<file path="src/dsd_pkg.sv">
// Constants of the data-space decoder: address map, field positions, widths.
// Assumes an 8-bit data space, a 12-bit program space and byte-wide memories.
package dsd_pkg;

  localparam int DW = 8;
  localparam int PW = 12;
  localparam int WIN_OFS_W = 6;
  localparam int STACK_DEPTH = 6;
  localparam int STACK_CNT_W = 3;
  localparam int RAM_BYTES = 60;
  localparam int BANK_BYTES = 64;
  localparam int CORE_REGS = 5;

  localparam logic [7:0] BANK_LO = 8'h00;
  localparam logic [7:0] BANK_HI = 8'h3F;
  localparam logic [7:0] WIN_LO = 8'h40;
  localparam logic [7:0] WIN_HI = 8'h7F;
  localparam logic [7:0] CORE_X = 8'h80;
  localparam logic [7:0] CORE_W = 8'h83;
  localparam logic [7:0] RAM_LO = 8'h84;
  localparam logic [7:0] RAM_HI = 8'hBF;
  localparam logic [7:0] PDATA_LO = 8'hC0;
  localparam logic [7:0] PDATA_HI = 8'hC2;
  localparam logic [7:0] PDIR_LO = 8'hC4;
  localparam logic [7:0] PDIR_HI = 8'hC6;
  localparam logic [7:0] INT_OPT = 8'hC8;
  localparam logic [7:0] ROM_WINDOW_BASE = 8'hC9;
  localparam logic [7:0] POPT_LO = 8'hCC;
  localparam logic [7:0] POPT_HI = 8'hCE;
  localparam logic [7:0] PER_LO = 8'hD0;
  localparam logic [7:0] PER_HI = 8'hDB;
  localparam logic [7:0] BANK_SELECT = 8'hE8;
  localparam logic [7:0] EEPROM_CONTROL = 8'hEA;
  localparam logic [7:0] CORE_A = 8'hFF;

  localparam int BANK_RAM2_BIT = 4;
  localparam int BANK_EE0_BIT = 0;
  localparam logic [7:0] RD_UNSPEC = 8'h00;

  typedef enum logic [3:0] {
    DSD_R_NONE = 4'b0000,
    DSD_R_BRAM = 4'b0001,
    DSD_R_EE = 4'b0010,
    DSD_R_WIN = 4'b0011,
    DSD_R_CORE = 4'b0100,
    DSD_R_RAM = 4'b0101,
    DSD_R_PER = 4'b0110,
    DSD_R_WO_EXT = 4'b0111,
    DSD_R_WBASE = 4'b1000,
    DSD_R_BSEL = 4'b1001
  } dsd_region_t;

endpackage

</file>
<file path="src/dsd_win_if.sv">
// Link between the decoder and its window base register block.
// Assumes both ends share the system clock and the synchronised reset.
`timescale 1ns/1ps
interface dsd_win_if (
  input wire logic clk,
  input wire logic rst_n
);
  logic wr;
  logic [7:0] wdata;
  logic [5:0] offset;
  logic [11:0] pm_addr;

  modport dec (input clk, input rst_n, output wr, output wdata, output offset, input pm_addr);
  modport win (input clk, input rst_n, input wr, input wdata, input offset, output pm_addr);
endinterface

</file>
<file path="src/dsd_decoder.sv">
// Data-space decoder with program-memory read window, core registers and PC.
// Assumes the core issues at most one read or write per cycle, and program
// memory, peripherals and EEPROM answer reads combinationally within a cycle.
//
// Overview of operation
// - Addresses 40h..7Fh read bytes from program memory.
// - Program address is window base above the low six address bits.
// - Window base keeps six bits 5..0; bits 7 and 6 unused.
// - Window base at C9h is write-only; reads of it return 00h.
// - Window base is not reset; software writes it before use.
// - Window moves over 000h..FFFh in 64-byte steps.
// - Program counter is twelve bits wide.
// - Return stack holds six twelve-bit entries.
// - Addresses 00h..3Fh go to the selected RAM or EEPROM bank.
// - Decode X, Y at 80h/81h, V, W at 82h/83h, A at FFh.
// - Sixty bytes of data RAM sit at 84h..BFh.
// - Decode port data, direction and option registers for ports A..C.
// - Decode converter, timer, auto-reload timer and watchdog registers.
// - Interrupt option, window base, bank select are write-only; EEPROM control at EAh.
// - Readout protection blocks external program-memory readout.
// - Bank bit 4 selects RAM page two, bit 0 EEPROM page zero.
// - Bank select is not reset; software writes it before use.
`timescale 1ns/1ps
module dsd_decoder (
  input wire logic clk,
  input wire logic rstn,
  input wire logic [7:0] cpu_addr,
  input wire logic cpu_rd,
  input wire logic cpu_wr,
  input wire logic [7:0] cpu_wdata,
  output logic [7:0] cpu_rdata,
  output logic cpu_rvalid,
  output logic [11:0] pmem_addr,
  output logic pmem_rd,
  input wire logic [7:0] pmem_rdata,
  output logic [7:0] per_addr,
  output logic per_rd,
  output logic per_wr,
  output logic [7:0] per_wdata,
  input wire logic [7:0] per_rdata,
  output logic [5:0] ee_addr,
  output logic ee_rd,
  output logic ee_wr,
  output logic [7:0] ee_wdata,
  input wire logic [7:0] ee_rdata,
  input wire logic readout_protect,
  input wire logic ext_rd,
  input wire logic [11:0] ext_addr,
  output logic [7:0] ext_rdata,
  output logic ext_rvalid,
  input wire logic pc_inc,
  input wire logic pc_jump,
  input wire logic pc_call,
  input wire logic pc_ret,
  input wire logic [11:0] pc_target,
  output logic [11:0] program_counter,
  output logic stack_full
);

  // ****************************************************************
  // Reset release and address decode
  // ****************************************************************
  logic rst_meta_r;
  logic rst_n_s;

  always_ff @(posedge clk or negedge rstn)
  begin
    if (!rstn)
    begin
      rst_meta_r <= 1'b0;
      rst_n_s <= 1'b0;
    end
    else
    begin
      rst_meta_r <= 1'b1;
      rst_n_s <= rst_meta_r;
    end
  end

  function automatic dsd_pkg::dsd_region_t decode(input logic [7:0] a, input logic [7:0] bsel);
    dsd_pkg::dsd_region_t r;
    r = dsd_pkg::DSD_R_NONE;
    if (a <= dsd_pkg::BANK_HI)
    begin
      if (bsel[dsd_pkg::BANK_RAM2_BIT] && !bsel[dsd_pkg::BANK_EE0_BIT])
        r = dsd_pkg::DSD_R_BRAM;
      else if (bsel[dsd_pkg::BANK_EE0_BIT] && !bsel[dsd_pkg::BANK_RAM2_BIT])
        r = dsd_pkg::DSD_R_EE;
    end
    else if (a <= dsd_pkg::WIN_HI)
      r = dsd_pkg::DSD_R_WIN;
    else if (a <= dsd_pkg::CORE_W || a == dsd_pkg::CORE_A)
      r = dsd_pkg::DSD_R_CORE;
    else if (a <= dsd_pkg::RAM_HI)
      r = dsd_pkg::DSD_R_RAM;
    else if ((a >= dsd_pkg::PDATA_LO && a <= dsd_pkg::PDATA_HI)
             || (a >= dsd_pkg::PDIR_LO && a <= dsd_pkg::PDIR_HI)
             || (a >= dsd_pkg::POPT_LO && a <= dsd_pkg::POPT_HI))
      r = dsd_pkg::DSD_R_PER;
    else if ((a >= dsd_pkg::PER_LO && a <= dsd_pkg::PER_HI) || a == dsd_pkg::EEPROM_CONTROL)
      r = dsd_pkg::DSD_R_PER;
    else if (a == dsd_pkg::INT_OPT)
      r = dsd_pkg::DSD_R_WO_EXT;
    else if (a == dsd_pkg::ROM_WINDOW_BASE)
      r = dsd_pkg::DSD_R_WBASE;
    else if (a == dsd_pkg::BANK_SELECT)
      r = dsd_pkg::DSD_R_BSEL;
    return r;
  endfunction

  function automatic logic [2:0] core_index(input logic [7:0] a);
    return (a == dsd_pkg::CORE_A) ? 3'h4 : {1'b0, a[1:0]};
  endfunction

  logic [7:0] bank_select_r;
  dsd_pkg::dsd_region_t region;
  logic rd_go;
  logic wr_go;
  logic [5:0] ram_idx;

  assign region = decode(cpu_addr, bank_select_r);
  assign rd_go = cpu_rd;
  assign wr_go = cpu_wr && !cpu_rd;
  assign ram_idx = 6'(cpu_addr - dsd_pkg::RAM_LO);

  // ****************************************************************
  // Window base block and bank select
  // ****************************************************************
  dsd_win_if win_bus (
    .clk(clk),
    .rst_n(rst_n_s)
  );

  assign win_bus.wr = wr_go && (region == dsd_pkg::DSD_R_WBASE);
  assign win_bus.wdata = cpu_wdata;
  assign win_bus.offset = cpu_addr[5:0];

  dsd_window u_window (
    .wb(win_bus.win)
  );

  // Kept without reset so the banked area stays unselected only by software.
  // bank not reset
  always_ff @(posedge clk)
  begin
    if (wr_go && region == dsd_pkg::DSD_R_BSEL)
    begin
      bank_select_r <= cpu_wdata;
    end
  end

  // ****************************************************************
  // Internal storage
  // ****************************************************************
  logic [7:0] ram [0:59];
  logic [7:0] bank_ram [0:63];
  logic [7:0] core_reg [0:4];
  logic [7:0] loc_data_r;

  always_ff @(posedge clk)
  begin
    if (wr_go && region == dsd_pkg::DSD_R_RAM)
      ram[ram_idx] <= cpu_wdata;
    if (wr_go && region == dsd_pkg::DSD_R_BRAM)
      bank_ram[cpu_addr[5:0]] <= cpu_wdata;
    if (wr_go && region == dsd_pkg::DSD_R_CORE)
      core_reg[core_index(cpu_addr)] <= cpu_wdata;
  end

  logic [7:0] loc_data_nxt;

  assign loc_data_nxt = (region == dsd_pkg::DSD_R_RAM) ? ram[ram_idx]
                      : (region == dsd_pkg::DSD_R_BRAM) ? bank_ram[cpu_addr[5:0]]
                      : (region == dsd_pkg::DSD_R_CORE) ? core_reg[core_index(cpu_addr)]
                      : dsd_pkg::RD_UNSPEC;

  always_ff @(posedge clk)
  begin
    loc_data_r <= loc_data_nxt;
  end

  // ****************************************************************
  // Access pipeline: strobes in cycle 1, read data in cycle 2
  // ****************************************************************
  dsd_pkg::dsd_region_t rd_region_r;
  logic rd_pend_r;
  logic ext_pend_r;
  logic ext_go;
  logic win_rd;
  logic [7:0] rd_mux;

  assign win_rd = rd_go && (region == dsd_pkg::DSD_R_WIN);
  // The core always has the program-memory port; an external read that
  // collides with a window read is dropped and must be repeated.
  assign ext_go = ext_rd && !win_rd;

  assign rd_mux = (rd_region_r == dsd_pkg::DSD_R_WIN) ? pmem_rdata
                : (rd_region_r == dsd_pkg::DSD_R_PER) ? per_rdata
                : (rd_region_r == dsd_pkg::DSD_R_EE) ? ee_rdata
                : loc_data_r;

  always_ff @(posedge clk or negedge rst_n_s)
  begin
    if (!rst_n_s)
    begin
      rd_region_r <= dsd_pkg::DSD_R_NONE;
      rd_pend_r <= 1'b0;
      ext_pend_r <= 1'b0;
      pmem_rd <= 1'b0;
      pmem_addr <= 12'h000;
      per_rd <= 1'b0;
      per_wr <= 1'b0;
      per_addr <= 8'h00;
      per_wdata <= 8'h00;
      ee_rd <= 1'b0;
      ee_wr <= 1'b0;
      ee_addr <= 6'h00;
      ee_wdata <= 8'h00;
      cpu_rvalid <= 1'b0;
      cpu_rdata <= 8'h00;
      ext_rvalid <= 1'b0;
      ext_rdata <= 8'h00;
    end
    else
    begin
      rd_region_r <= rd_go ? region : dsd_pkg::DSD_R_NONE;
      rd_pend_r <= rd_go;
      ext_pend_r <= ext_go;
      pmem_rd <= win_rd || ext_go;
      pmem_addr <= win_rd ? win_bus.pm_addr : ext_addr;
      per_rd <= rd_go && region == dsd_pkg::DSD_R_PER;
      per_wr <= wr_go && (region == dsd_pkg::DSD_R_PER || region == dsd_pkg::DSD_R_WO_EXT);
      per_addr <= cpu_addr;
      per_wdata <= cpu_wdata;
      ee_rd <= rd_go && region == dsd_pkg::DSD_R_EE;
      ee_wr <= wr_go && region == dsd_pkg::DSD_R_EE;
      ee_addr <= cpu_addr[5:0];
      ee_wdata <= cpu_wdata;
      cpu_rvalid <= rd_pend_r;
      cpu_rdata <= rd_pend_r ? rd_mux : 8'h00;
      ext_rvalid <= ext_pend_r;
      ext_rdata <= (ext_pend_r && !readout_protect) ? pmem_rdata : dsd_pkg::RD_UNSPEC;
    end
  end

  // ****************************************************************
  // Program counter and return stack
  // ****************************************************************
  logic [11:0] stk_top;
  logic stk_full;

  // A return that loses to a call or a jump must not pop, or the stack drifts from the counter.
  dsd_stack u_stack (
    .clk(clk),
    .rst_n(rst_n_s),
    .push(pc_call),
    .pop(pc_ret && !pc_call && !pc_jump),
    .push_data(12'(program_counter + 12'h001)),
    .top_data(stk_top),
    .full(stk_full),
    .depth()
  );

  always_ff @(posedge clk or negedge rst_n_s)
  begin
    if (!rst_n_s)
    begin
      program_counter <= 12'h000;
      stack_full <= 1'b0;
    end
    else
    begin
      stack_full <= stk_full;
      if (pc_call || pc_jump)
        program_counter <= pc_target;
      else if (pc_ret)
        program_counter <= stk_top;
      else if (pc_inc)
        program_counter <= program_counter + 12'h001;
    end
  end
endmodule // dsd_decoder

</file>
<file path="src/dsd_stack.sv">
// Six-level return-address stack for calls and interrupt entry.
// Assumes push and pop are never requested together; push wins if they are.
`timescale 1ns/1ps
module dsd_stack (
  input wire logic clk,
  input wire logic rst_n,
  input wire logic push,
  input wire logic pop,
  input wire logic [11:0] push_data,
  output logic [11:0] top_data,
  output logic full,
  output logic [2:0] depth
);

  logic [11:0] mem [0:5];
  logic [2:0] cnt_r;
  logic do_push;
  logic do_pop;

  // A push on a full stack is dropped, so the oldest return addresses survive.
  assign do_push = push && (cnt_r != 3'(dsd_pkg::STACK_DEPTH));
  assign do_pop = pop && !push && (cnt_r != 3'h0);
  assign full = (cnt_r == 3'(dsd_pkg::STACK_DEPTH));
  assign depth = cnt_r;
  assign top_data = (cnt_r == 3'h0) ? 12'h000 : mem[cnt_r - 3'h1];

  always_ff @(posedge clk)
  begin
    if (do_push)
    begin
      mem[cnt_r] <= push_data;
    end
  end

  always_ff @(posedge clk or negedge rst_n)
  begin
    if (!rst_n)
    begin
      cnt_r <= 3'h0;
    end
    else if (do_push)
    begin
      cnt_r <= cnt_r + 3'h1;
    end
    else if (do_pop)
    begin
      cnt_r <= cnt_r - 3'h1;
    end
  end
endmodule // dsd_stack

</file>
<file path="src/dsd_window.sv">
// Window base register and program-memory address former.
// Assumes the decoder raises wr for one cycle per write to the base register.
`timescale 1ns/1ps
module dsd_window (
  dsd_win_if.win wb
);

  logic [5:0] window_base_bits_r;

  // The base is deliberately left without reset, as software must load it first.
  // no reset value
  always_ff @(posedge wb.clk)
  begin
    if (wb.wr)
    begin
      window_base_bits_r <= wb.wdata[5:0];
    end
  end

  assign wb.pm_addr = {window_base_bits_r, wb.offset};
endmodule // dsd_window

</file>
<file path="config.mk">
export PLATFORM = sky130hd
export DESIGN_NAME = dsd_decoder
export DESIGN_NICKNAME = d
export VERILOG_FILES = /design/src/dsd_pkg.sv /design/src/dsd_win_if.sv /design/src/dsd_decoder.sv /design/src/dsd_stack.sv /design/src/dsd_window.sv
export SDC_FILE = /design/constraint.sdc
export NUM_CORES = 1
export LEC_CHECK = 0
export ABC_AREA = 0
export BUFFER_PORTS_ARGS = -buffer_cell sky130_fd_sc_hd__buf_2
export CORE_ASPECT_RATIO = 0.5
export CORE_MARGIN = 5
export CORE_UTILIZATION = 62
export CTS_CLUSTER_DIAMETER = 60
export DETAILED_ROUTE_END_ITERATION = 12
export PLACE_DENSITY_LB_ADDON = 0.12
export SKIP_LAST_GASP = 1
export SLEW_MARGIN = 20
export SYNTH_ARGS = -nofsm -noshare
export SYNTH_HDL_FRONTEND = slang
export SYNTH_HIERARCHICAL = 1
export SYNTH_SLANG_ARGS = --single-unit
</file>
<file path="constraint.sdc">
create_clock -name clk -period 2.55 [get_ports clk]
set_input_delay 0.1275 -clock clk [delete_from_list [all_inputs] [get_ports clk]]
set_output_delay 0.1275 -clock clk [all_outputs]
set_load 0.03 [all_outputs]
</file>
== Yosys cells after proc, flatten, opt, wreduce, memory -nomap -nowiden ==
Memories as Yosys holds them, arrays and structs flattened.
Cells that the tools add are included.
Word-level totals
  flip-flop bits (word level): 100
  input bits: 74
  memories kept: 4
  output and inout port bits: 78
  bits in writable memories: 1104
Operators by class
  add/subtract/negate cells: 4
  multiplexer cells: 36
  magnitude comparators: 12
  equal/unequal tests: 19
  reductions and logical operators: 42
Memory list
  bank_ram: words 64, bits a word 8, read ports 1, clocked after Yosys merged registers in 0, wr ports 1, line dsd_decoder.sv:156  | logic [7:0] bank_ram [0:63];
  ram: words 60, bits a word 8, read ports 1, clocked after Yosys merged registers in 0, wr ports 1, line dsd_decoder.sv:155  | logic [7:0] ram [0:59];
  u_stack.mem: words 6, bits a word 12, read ports 1, clocked after Yosys merged registers in 0, wr ports 1, line dsd_stack.sv:15  | logic [11:0] mem [0:5];
  core_reg: words 5, bits a word 8, read ports 1, clocked after Yosys merged registers in 0, wr ports 1, line dsd_decoder.sv:157  | logic [7:0] core_reg [0:4];
Operators with widths (count)
  $mux 8: 8
  $mux 12: 5
  $le 8x8->1 const B: 6
  $eq 8x8->1 const B: 5
  $mux 4: 10
  $ge 8x8->1 const B: 4
  $logic_and 1x1->1: 24
  $eq 4x3->1 const B: 5
  $eq 4x2->1 const B: 4
  $add 12x1->12 const B: 1
  $mux 3: 3
  $eq 4x4->1 const B: 2
  $le 8x6->1 const B: 1
  $le 8x7->1 const B: 1
  $mux 1: 8
  $logic_not 1->1: 7
  $logic_or 1x1->1: 7
  $reduce_bool 3->1: 2
  $sub 6x3->6 const B: 1
  $eq 4x1->1 const B: 1
  $mux 2: 2
  $add 3x1->3 const B: 1
  $eq 3x3->1 const B: 1
  $logic_not 3->1: 1
  3 further kinds: 3

== Depth between registers and ports, before layout ==
Gate-level depths: netlist of the first run.
  depth after elaboration: 15
  mapped depth: 14

== Hierarchy ==
Netlist of the first run, hierarchy kept.
By module, submodules not included
  dsd_decoder: sequential area each 33011.7 sq um, area each 43839.5 sq um, cells each 2214, times used 1
  dsd_stack: sequential area each 2237.1 sq um, area each 3126.7 sq um, cells each 163, times used 1
  dsd_window: sequential area each 180.2 sq um, area each 225.2 sq um, cells each 12, times used 1

== Worst setup path after synthesis of the first run ==
No wires, ideal clock.
  path type: input to register
  from: input port cpu_addr[2]
  to: memory core_reg[1][0] (enable)
  stages: 11
  library setup time: 0.385 ns
  path slack: -0.870 ns
  arrival time: 3.034 ns
  buffers on the path: 4
  path through: buf_2 > inv_1 > buf_2 > clkbuf_1 > ha_1 > clkbuf_1 > a31oi_1 > nor4_1 > o21ai_2 > nand2b_1 > nor3b_1
On the way
  cells in the longest elaborated chain, start to end: 14
  elaborated cells on any way between the ends: 39
RTL lines
  start: declaration: line dsd_decoder.sv:27  | input wire logic [7:0] cpu_addr,
  branches (longest 14 deep; another with $ge 8x8->1)
  end: declaration: line dsd_decoder.sv:157
Several ways; the timed one is not identified.

== Worst setup path after layout of the first run ==
  from: memory ram[35][4]
  to: register loc_data_r[4]
On the way
  cells in the longest elaborated chain, start to end: 2
RTL lines
  start: declaration: line dsd_decoder.sv:155
  $mem_v2 60x8
  $mux 8: line dsd_decoder.sv:172  | assign loc_data_nxt = (region == dsd_pkg::DSD_R_RAM) ? ram[ram_idx]
  net loc_data_nxt[4]: line dsd_decoder.sv:170  | logic [7:0] loc_data_nxt;
  end signal: assignment: line dsd_decoder.sv:179  | loc_data_r <= loc_data_nxt;
  end: declaration: line dsd_decoder.sv:158  | logic [7:0] loc_data_r;
The timed path passes the listed nets, and every way through them passes these cells.
A chain may end at the register's enable or synchronous reset.

==> metrics.txt, run 1 <==
run status=complete, no violations; post-synthesis cell type count=76; final worst slack=0.0389 ns; Syn-to-layout area delta=18.9%; Hold Vio Cnt, Final=0; total of endpoints with negative setup slack in the final report=0; Routed wire per std cell=28.6 um; count of yosys warnings during synthesis=6; sinks on the clock net=1195; latest clock arrival within the worst-skew pair=0.70 ns; normalized max-slew margin=31.7%; maximum number of pins on one net before global-route repair=82; most repeated library cell on the critical path=sky130_fd_sc_hd__mux4_2; shortest period the worst path allows=2.51 ns; fillcell total=4277; number of global-route vias before repair=26.0k; clock tree from TritonCTS=done; number of buffers between clock root and the deepest sink=3; most frequent cell after synthesis=sky130_fd_sc_hd__edfxtp_1; Critical Path AT=3.05 ns; Setup Slack @ Placement=-0.364 ns; multi-input gate area in the final layout=11200 um2; cell count after synthesis=2389; die width=400 um; biggest cell delay along the critical path=0.55 ns; max_cap viols=0; total CTS buffers=98; list of cells traversed by the critical path=mux4_2 > mux4_2 > nand2_1 > nand4_1 > buf_4 > a211o_1; power after layout=42.2 mW; cell row count=71; setup TNS=0 ns; vias post-DR=25.9k; most instantiated cells after synthesis=sky130_fd_sc_hd__edfxtp_1, sky130_fd_sc_hd__mux4_2, sky130_fd_sc_hd__nor2_1, sky130_fd_sc_hd__nand2_1, sky130_fd_sc_hd__dfrtp_1; Fmax=0.398 GHz; post-route clock period utilization=98.5%; Post-Route WL=116000 um; IR Drop Worst-Case VDD=589 uV; class of the most critical hold timing path=in -> reg; final slew viol count=0; number of routed nets with antenna violations=0; cell type with the highest aggregate area in the netlist=sky130_fd_sc_hd__edfxtp_1; GRT Util Overall=29.0%; antenna violations before repair=4; die boundary height=205 um; share of synthesized flip-flops with an asynchronous set or reset=6.28%; sequential fraction of the synthesis area=75.1%; 1st-pass router iterations=6; estimated wirelength of the detail-placed design=75800 um; final cell area excluding filler cells=56100 um2; layout cells sized above 1=34.3%; root buffer cell=sky130_fd_sc_hd__clkbuf_16; Post-Syn Area per Cell=19.8 um2; post-CTS clock slew at the launch and capture registers of the worst setup and hold paths=0.07 ns; leak pwr=19.1 nW; cell types with the largest area share after synthesis=sky130_fd_sc_hd__edfxtp_1, sky130_fd_sc_hd__mux4_2, sky130_fd_sc_hd__dfrtp_1; violation count after the first detailed-routing iteration=3228; flip-flop count of the largest register after layout=512; port buffer count=151; kind of critical path=reg -> reg; total instance count after detailed placement=3782; first-pass GRT wire length=172000 um; total congestion overflow after global routing=0; Net count, final=3028; Ports=152; Core Region=75300 um2; final routed DRC violation total=0; share of Yosys cell area claimed by the top area cell type=70.8%; crit path launch type=flip-flop; average vias per placed instance=6.40; count of flip-flops with a built-in enable after synthesis=1112; initial core utilization=62.6%; Synth Register Bits=1195; slew at the pin closest to its max-slew limit=1.02 ns; Worst Setup End Kind=flip-flop; Placed Area=52000 um2; unrepaired setup endpoints after global routing=no; final core utilization=74.5%; GPL Wtd Cong=0.972; syn_nets=2473; cell with the biggest individual delay on the critical path=sky130_fd_sc_hd__mux4_2; flip-flop and latch area=35400 um2; power density of the placed cells=752 nW/um2; final worst hold slack=0.0544 ns; netlist area before placement=47200 um2; Clock H-tree levels=3; family of cells with the greatest summed delay on the critical path=multiplexers; Synth Flop Type=sky130_fd_sc_hd__edfxtp_1; Bufs and invs on worst path=1; Crit path required time=3.09 ns; Non-Filler Instances=4048; die area=82100 um2; highest fanout seen on the critical path=1; final worst clock skew=0.0246 ns
routing by layer:
layer | global-route usage, % | part of all wire, %
met1 | 42.8 | 40
met2 | 45.0 | 47
met3 | 6.63 | 10
met4 | 7.70 | 2.7
met5 | 0 | 0.12
cells by family (layout without fill, tap and decap cells):
group / Yosys count / count (layout) / synth area share [%]
and+or+nand+nor: 434 / 434 / 4.21
muxes: 349 / 349 / 14.7
buffers and inverters: 155 / 791 / 1.83
AOI/OAI and AO/OA: 223 / 223 / 3.43
DFF: 1195 / 1195 / 75.1
xor gates and xnor gates: 22 / 22 / 0.448
other: 1 / 2 / 0.00795
adders and majority gates: 10 / 10 / 0.265
path summary, 6_finish.rpt:
| check | slack (ns) | startpoint | end | cells after the start |
|---|---|---|---|---|
| worst max register to register | 0.04 | ram[35][4]$_DFFE_PP_ | loc_data_r[4]$_DFF_P_ | 6 |
| worst min-delay path | 0.05 | cpu_addr[0] | ee_addr[0]$_DFF_PN0_ | 3 |
| min in group asynchronous | 0.24 | rst_n_s$_DFF_PN0_ | program_counter[0]$_DFFE_PN0P_ | 0 |
| max in group asynchronous | 1.73 | rst_n_s$_DFF_PN0_ | cpu_rdata[4]$_DFF_PN0_ | 1 |
| worst min register to register | 0.24 | rst_n_s$_DFF_PN0_ | program_counter[0]$_DFFE_PN0P_ | 0 |
| worst max-delay path | 0.04 | ram[35][4]$_DFFE_PP_ | loc_data_r[4]$_DFF_P_ | 6 |
layout make-up:
cell class,instances,area share (%)
tap,1022,2.28
sequential,1195,63.1
antenna,1,0.00446
inverter,15,0.109
multi-input combinational,1039,19.9
clock inverter,59,1.18
clock buffer,122,4.68
timing repair buffer,595,8.66
layout by cell type (no fill, tap or decap), types with 7 or more instances in the layout:
cell / netlist / layout
sky130_fd_sc_hd__mux2i_1: 51 / 51
sky130_fd_sc_hd__o22ai_1: 11 / 10
sky130_fd_sc_hd__and3_1: 8 / 8
sky130_fd_sc_hd__inv_1: 12 / 10
sky130_fd_sc_hd__nor2_1: 187 / 163
sky130_fd_sc_hd__buf_2: 32 / 141
sky130_fd_sc_hd__mux4_2: 274 / 274
sky130_fd_sc_hd__dfxtp_1: 8 / 8
sky130_fd_sc_hd__nand3_1: 31 / 28
sky130_fd_sc_hd__nor2_2: 0 / 11
sky130_fd_sc_hd__ha_1: 10 / 8
sky130_fd_sc_hd__a211oi_1: 13 / 13
sky130_fd_sc_hd__bufinv_16: 0 / 13
sky130_fd_sc_hd__nand4_1: 7 / 7
sky130_fd_sc_hd__clkbuf_16: 0 / 100
sky130_fd_sc_hd__o221ai_1: 8 / 8
sky130_fd_sc_hd__a21oi_1: 40 / 40
sky130_fd_sc_hd__dfrtp_1: 75 / 74
sky130_fd_sc_hd__dlygate4sd3_1: 0 / 82
sky130_fd_sc_hd__mux2_4: 0 / 8
sky130_fd_sc_hd__xor2_1: 12 / 12
sky130_fd_sc_hd__nor2b_1: 24 / 24
sky130_fd_sc_hd__and2_1: 15 / 15
sky130_fd_sc_hd__edfxtp_1: 1112 / 1112
sky130_fd_sc_hd__nor3_1: 20 / 16
sky130_fd_sc_hd__o21ai_0: 29 / 29
sky130_fd_sc_hd__buf_4: 42 / 328
sky130_fd_sc_hd__a211oi_2: 12 / 12
sky130_fd_sc_hd__a22oi_1: 48 / 48
sky130_fd_sc_hd__xnor2_1: 9 / 9
sky130_fd_sc_hd__nand2_1: 100 / 98
sky130_fd_sc_hd__mux2_2: 16 / 16
sky130_fd_sc_hd__or2_2: 7 / 7
sky130_fd_sc_hd__a221oi_1: 12 / 11
sky130_fd_sc_hd__buf_12: 0 / 42
sky130_fd_sc_hd__nor2_4: 0 / 13
sky130_fd_sc_hd__nand2b_1: 12 / 10
sky130_fd_sc_hd__clkbuf_1: 46 / 18
sky130_fd_sc_hd__clkinv_1: 1 / 14
sky130_fd_sc_hd__clkinv_2: 0 / 20
repair_timing:
action | 4_1_cts | 5_1_grt
setup buffers | 0 | 2
resized for setup | 0 | 5
endpoints found under the setup margin | 0 | 79
endpoints found under the hold margin | 303 | 0
hold buffers | 82 | 0
report_power, final:
part           switching [mW]  internal (mW)
clock network            6.91           8.66
registers               0.197           21.8
logic                    2.68           1.97
total                    9.78           32.4
worst reg2reg max path: stages, from the launching register on:
cell and delay, ns:
sky130_fd_sc_hd__edfxtp_1 0.35, sky130_fd_sc_hd__mux4_2 0.52, sky130_fd_sc_hd__mux4_2 0.55, sky130_fd_sc_hd__nand2_1 0.11, sky130_fd_sc_hd__nand4_1 0.23, sky130_fd_sc_hd__buf_4 0.24
sky130_fd_sc_hd__a211o_1 0.36
No activity file was read; power rests on OpenSTA's default activity.
==> run 2, diff against run 1 <==
- CORE_MARGIN: 5 -> not set
==> metrics.txt, run 2 (synthesis gave the netlist of run 1 again) <==
cell with the biggest individual delay on the critical path=sky130_fd_sc_hd__dlygate4sd3_1; total instance count after detailed placement=3761; max_cap viols=0; initial core utilization=62.7%; Syn-to-layout area delta=18.9%; root buffer cell=sky130_fd_sc_hd__clkbuf_16; Worst Setup End Kind=flip-flop; wire length on met3=11500 um; Hold Vio Cnt, Final=0; final slew viol count=0; antenna violations before repair=1; power density of the placed cells=752 nW/um2; detailed-route wire length on metal 1=46800 um; GRT Util Overall=30.1%; layout cells sized above 1=34.2%; uppermost signal routing layer after detailed routing=met4; most repeated library cell on the critical path=sky130_fd_sc_hd__and3_1; flip-flop count of the largest register after layout=512; latest clock arrival within the worst-skew pair=0.68 ns; total CTS buffers=99; combinational share of power=11.1%; Post-Route WL=114000 um; class of the most critical hold timing path=in -> reg; final routed DRC violation total=0; Setup Slack @ Placement=-0.392 ns; normalized max-slew margin=19.3%; worst-case reg-to-reg path depth=7; run status=complete, no violations; Clock H-tree levels=3; list of cells traversed by the critical path=and3_1 > and4_1 > and3_1 > nand4_1 > xor2_1 > o221ai_1 > dlygate4sd3_1; port buffer count=151; number of global-route vias before repair=25.4k; number of routed nets with antenna violations=0; first-pass GRT wire length=167000 um; final worst slack=0.0221 ns; GPL Wtd Cong=0.966; Core Region=75200 um2; power spent charging and discharging nets=9.80 mW; sequential share of power=52.1%; maximum number of pins on one net before global-route repair=132; leak pwr=19.1 nW; total of endpoints with negative setup slack in the final report=0; DR WL met2=53400 um; share of total power in the clock network=36.8%; IR Drop Worst-Case VDD=551 uV; highest fanout seen on the critical path=5; die boundary height=197 um; unrepaired setup endpoints after global routing=yes; die area=77300 um2; Net count, final=3012; sinks on the clock net=1195; post-route clock period utilization=99.1%; Crit path required time=3.11 ns; number of buffers between clock root and the deepest sink=3; post-CTS clock slew at the launch and capture registers of the worst setup and hold paths=0.07 ns; slew at the pin closest to its max-slew limit=1.21 ns; vias post-DR=25.6k; shortest period the worst path allows=2.53 ns; cell-internal power=32.4 mW; 1st-pass router iterations=5; violation count after the first detailed-routing iteration=2881; Fmax=0.396 GHz; Switching Share=23.2%; biggest cell delay along the critical path=0.60 ns; Routed wire per std cell=28.3 um; die width=392 um; crit path launch type=flip-flop; final worst clock skew=0.0171 ns; clock tree from TritonCTS=done; Critical Path AT=3.09 ns; average vias per placed instance=6.34; kind of critical path=reg -> reg; cell row count=71; most frequent standard cell in the layout excluding fill and tap cells=sky130_fd_sc_hd__edfxtp_1; most frequent cells in the layout=sky130_fd_sc_hd__edfxtp_1, sky130_fd_sc_hd__buf_4, sky130_fd_sc_hd__mux4_2; hold depth=5; total congestion overflow after global routing=0; estimated wirelength of the detail-placed design=72900 um; Non-Filler Instances=4032; Ports=152
==> run 2: cell types whose count changed in the layout (fill, tap and decap cells not counted), moves of 3 or more <==
cell | previous run | this run
sky130_fd_sc_hd__clkbuf_1 | 18 | 11
sky130_fd_sc_hd__clkinv_2 | 20 | 23
sky130_fd_sc_hd__buf_12 | 42 | 48
sky130_fd_sc_hd__buf_4 | 328 | 305
sky130_fd_sc_hd__clkbuf_16 | 100 | 103
sky130_fd_sc_hd__clkinvlp_4 | 2 | 6
sky130_fd_sc_hd__clkinv_1 | 14 | 17
==> run 2: final timing paths <==
kind / slack, ns / start / end
worst max-delay path: 0.02 / program_counter[0]$_DFFE_PN0P_ / program_counter[11]$_DFFE_PN0P_
worst min-delay path: 0.04 / ee_rdata[4] / cpu_rdata[4]$_DFF_PN0_
worst max register to register: 0.02 / program_counter[0]$_DFFE_PN0P_ / program_counter[11]$_DFFE_PN0P_
worst min register to register: 0.25 / rst_n_s$_DFF_PN0_ / pmem_addr[9]$_DFF_PN0_
max in group asynchronous: 1.70 / rst_n_s$_DFF_PN0_ / cpu_rdata[2]$_DFF_PN0_
min in group asynchronous: 0.25 / rst_n_s$_DFF_PN0_ / pmem_addr[9]$_DFF_PN0_
==> run 2: critical path, delay by kind of cell, from the launching register on <==
family / cells / cell delay, ns
and+or+nand+nor: 4 / 1.04
AOI/OAI and AO/OA: 1 / 0.14
xor gates and xnor gates: 1 / 0.16
DFF: 1 / 0.46
buffers and inverters: 1 / 0.60
==> run 2: power groups by stage <==
stage / combinational, mW / sequential, mW / clock, mW
3_3_place_gp: 4.44 / 22.4 / 0
4_1_cts: 4.65 / 22.0 / 15.7
5_1_grt: 4.99 / 22.0 / 16.5
6_report: 4.69 / 22.0 / 15.5
2_1_floorplan: 2.71 / 22.5 / 0
3_5_place_dp: 4.50 / 22.4 / 0
==> run 2: what timing repair did <==
item | 4_1_cts | 5_1_grt
setup endpoints to repair | 0 | 325
gates resized for setup | 0 | 16
setup buffers | 0 | 6
hold endpoints to repair | 153 | 2
hold buffers | 80 | 2
==> run 2: per-layer routing <==
layer | up-vias | GRT usage (%)
li1 | 10800 | -
met1 | 13300 | 44.9
met2 | 1335 | 46.1
met3 | 171 | 6.87
met4 | 0 | 7.28
met5 | - | 0
==> run 2: per-stage QoR <==
stage                     area, um2  TNS [ns]  power [mW]  hold WS, ns  util [%]
after global routing          56100    -0.177        43.4       0.0459      74.5
final                         56100         0        42.2       0.0386      74.6
after floorplan               47500    -44.41        25.2       -0.168         -
after CTS                     56000         0        42.3      0.00795      74.4
after detailed placement      51900    -31.05        26.9      -0.0819      68.9
after global placement        51900    -30.28        26.8      -0.0846      68.9
==> run 2: area by class of cell <==
class / count / area, um2
diodes: 1 / 2.50
multi-input cells: 1039 / 11200
flip-flops and latches: 1195 / 35400
well taps: 1022 / 1280
fillers: 4270 / 19100
clock buffers: 118 / 2670
clock inverters: 64 / 621
repair buffers: 578 / 4820
inverters: 15 / 61.3
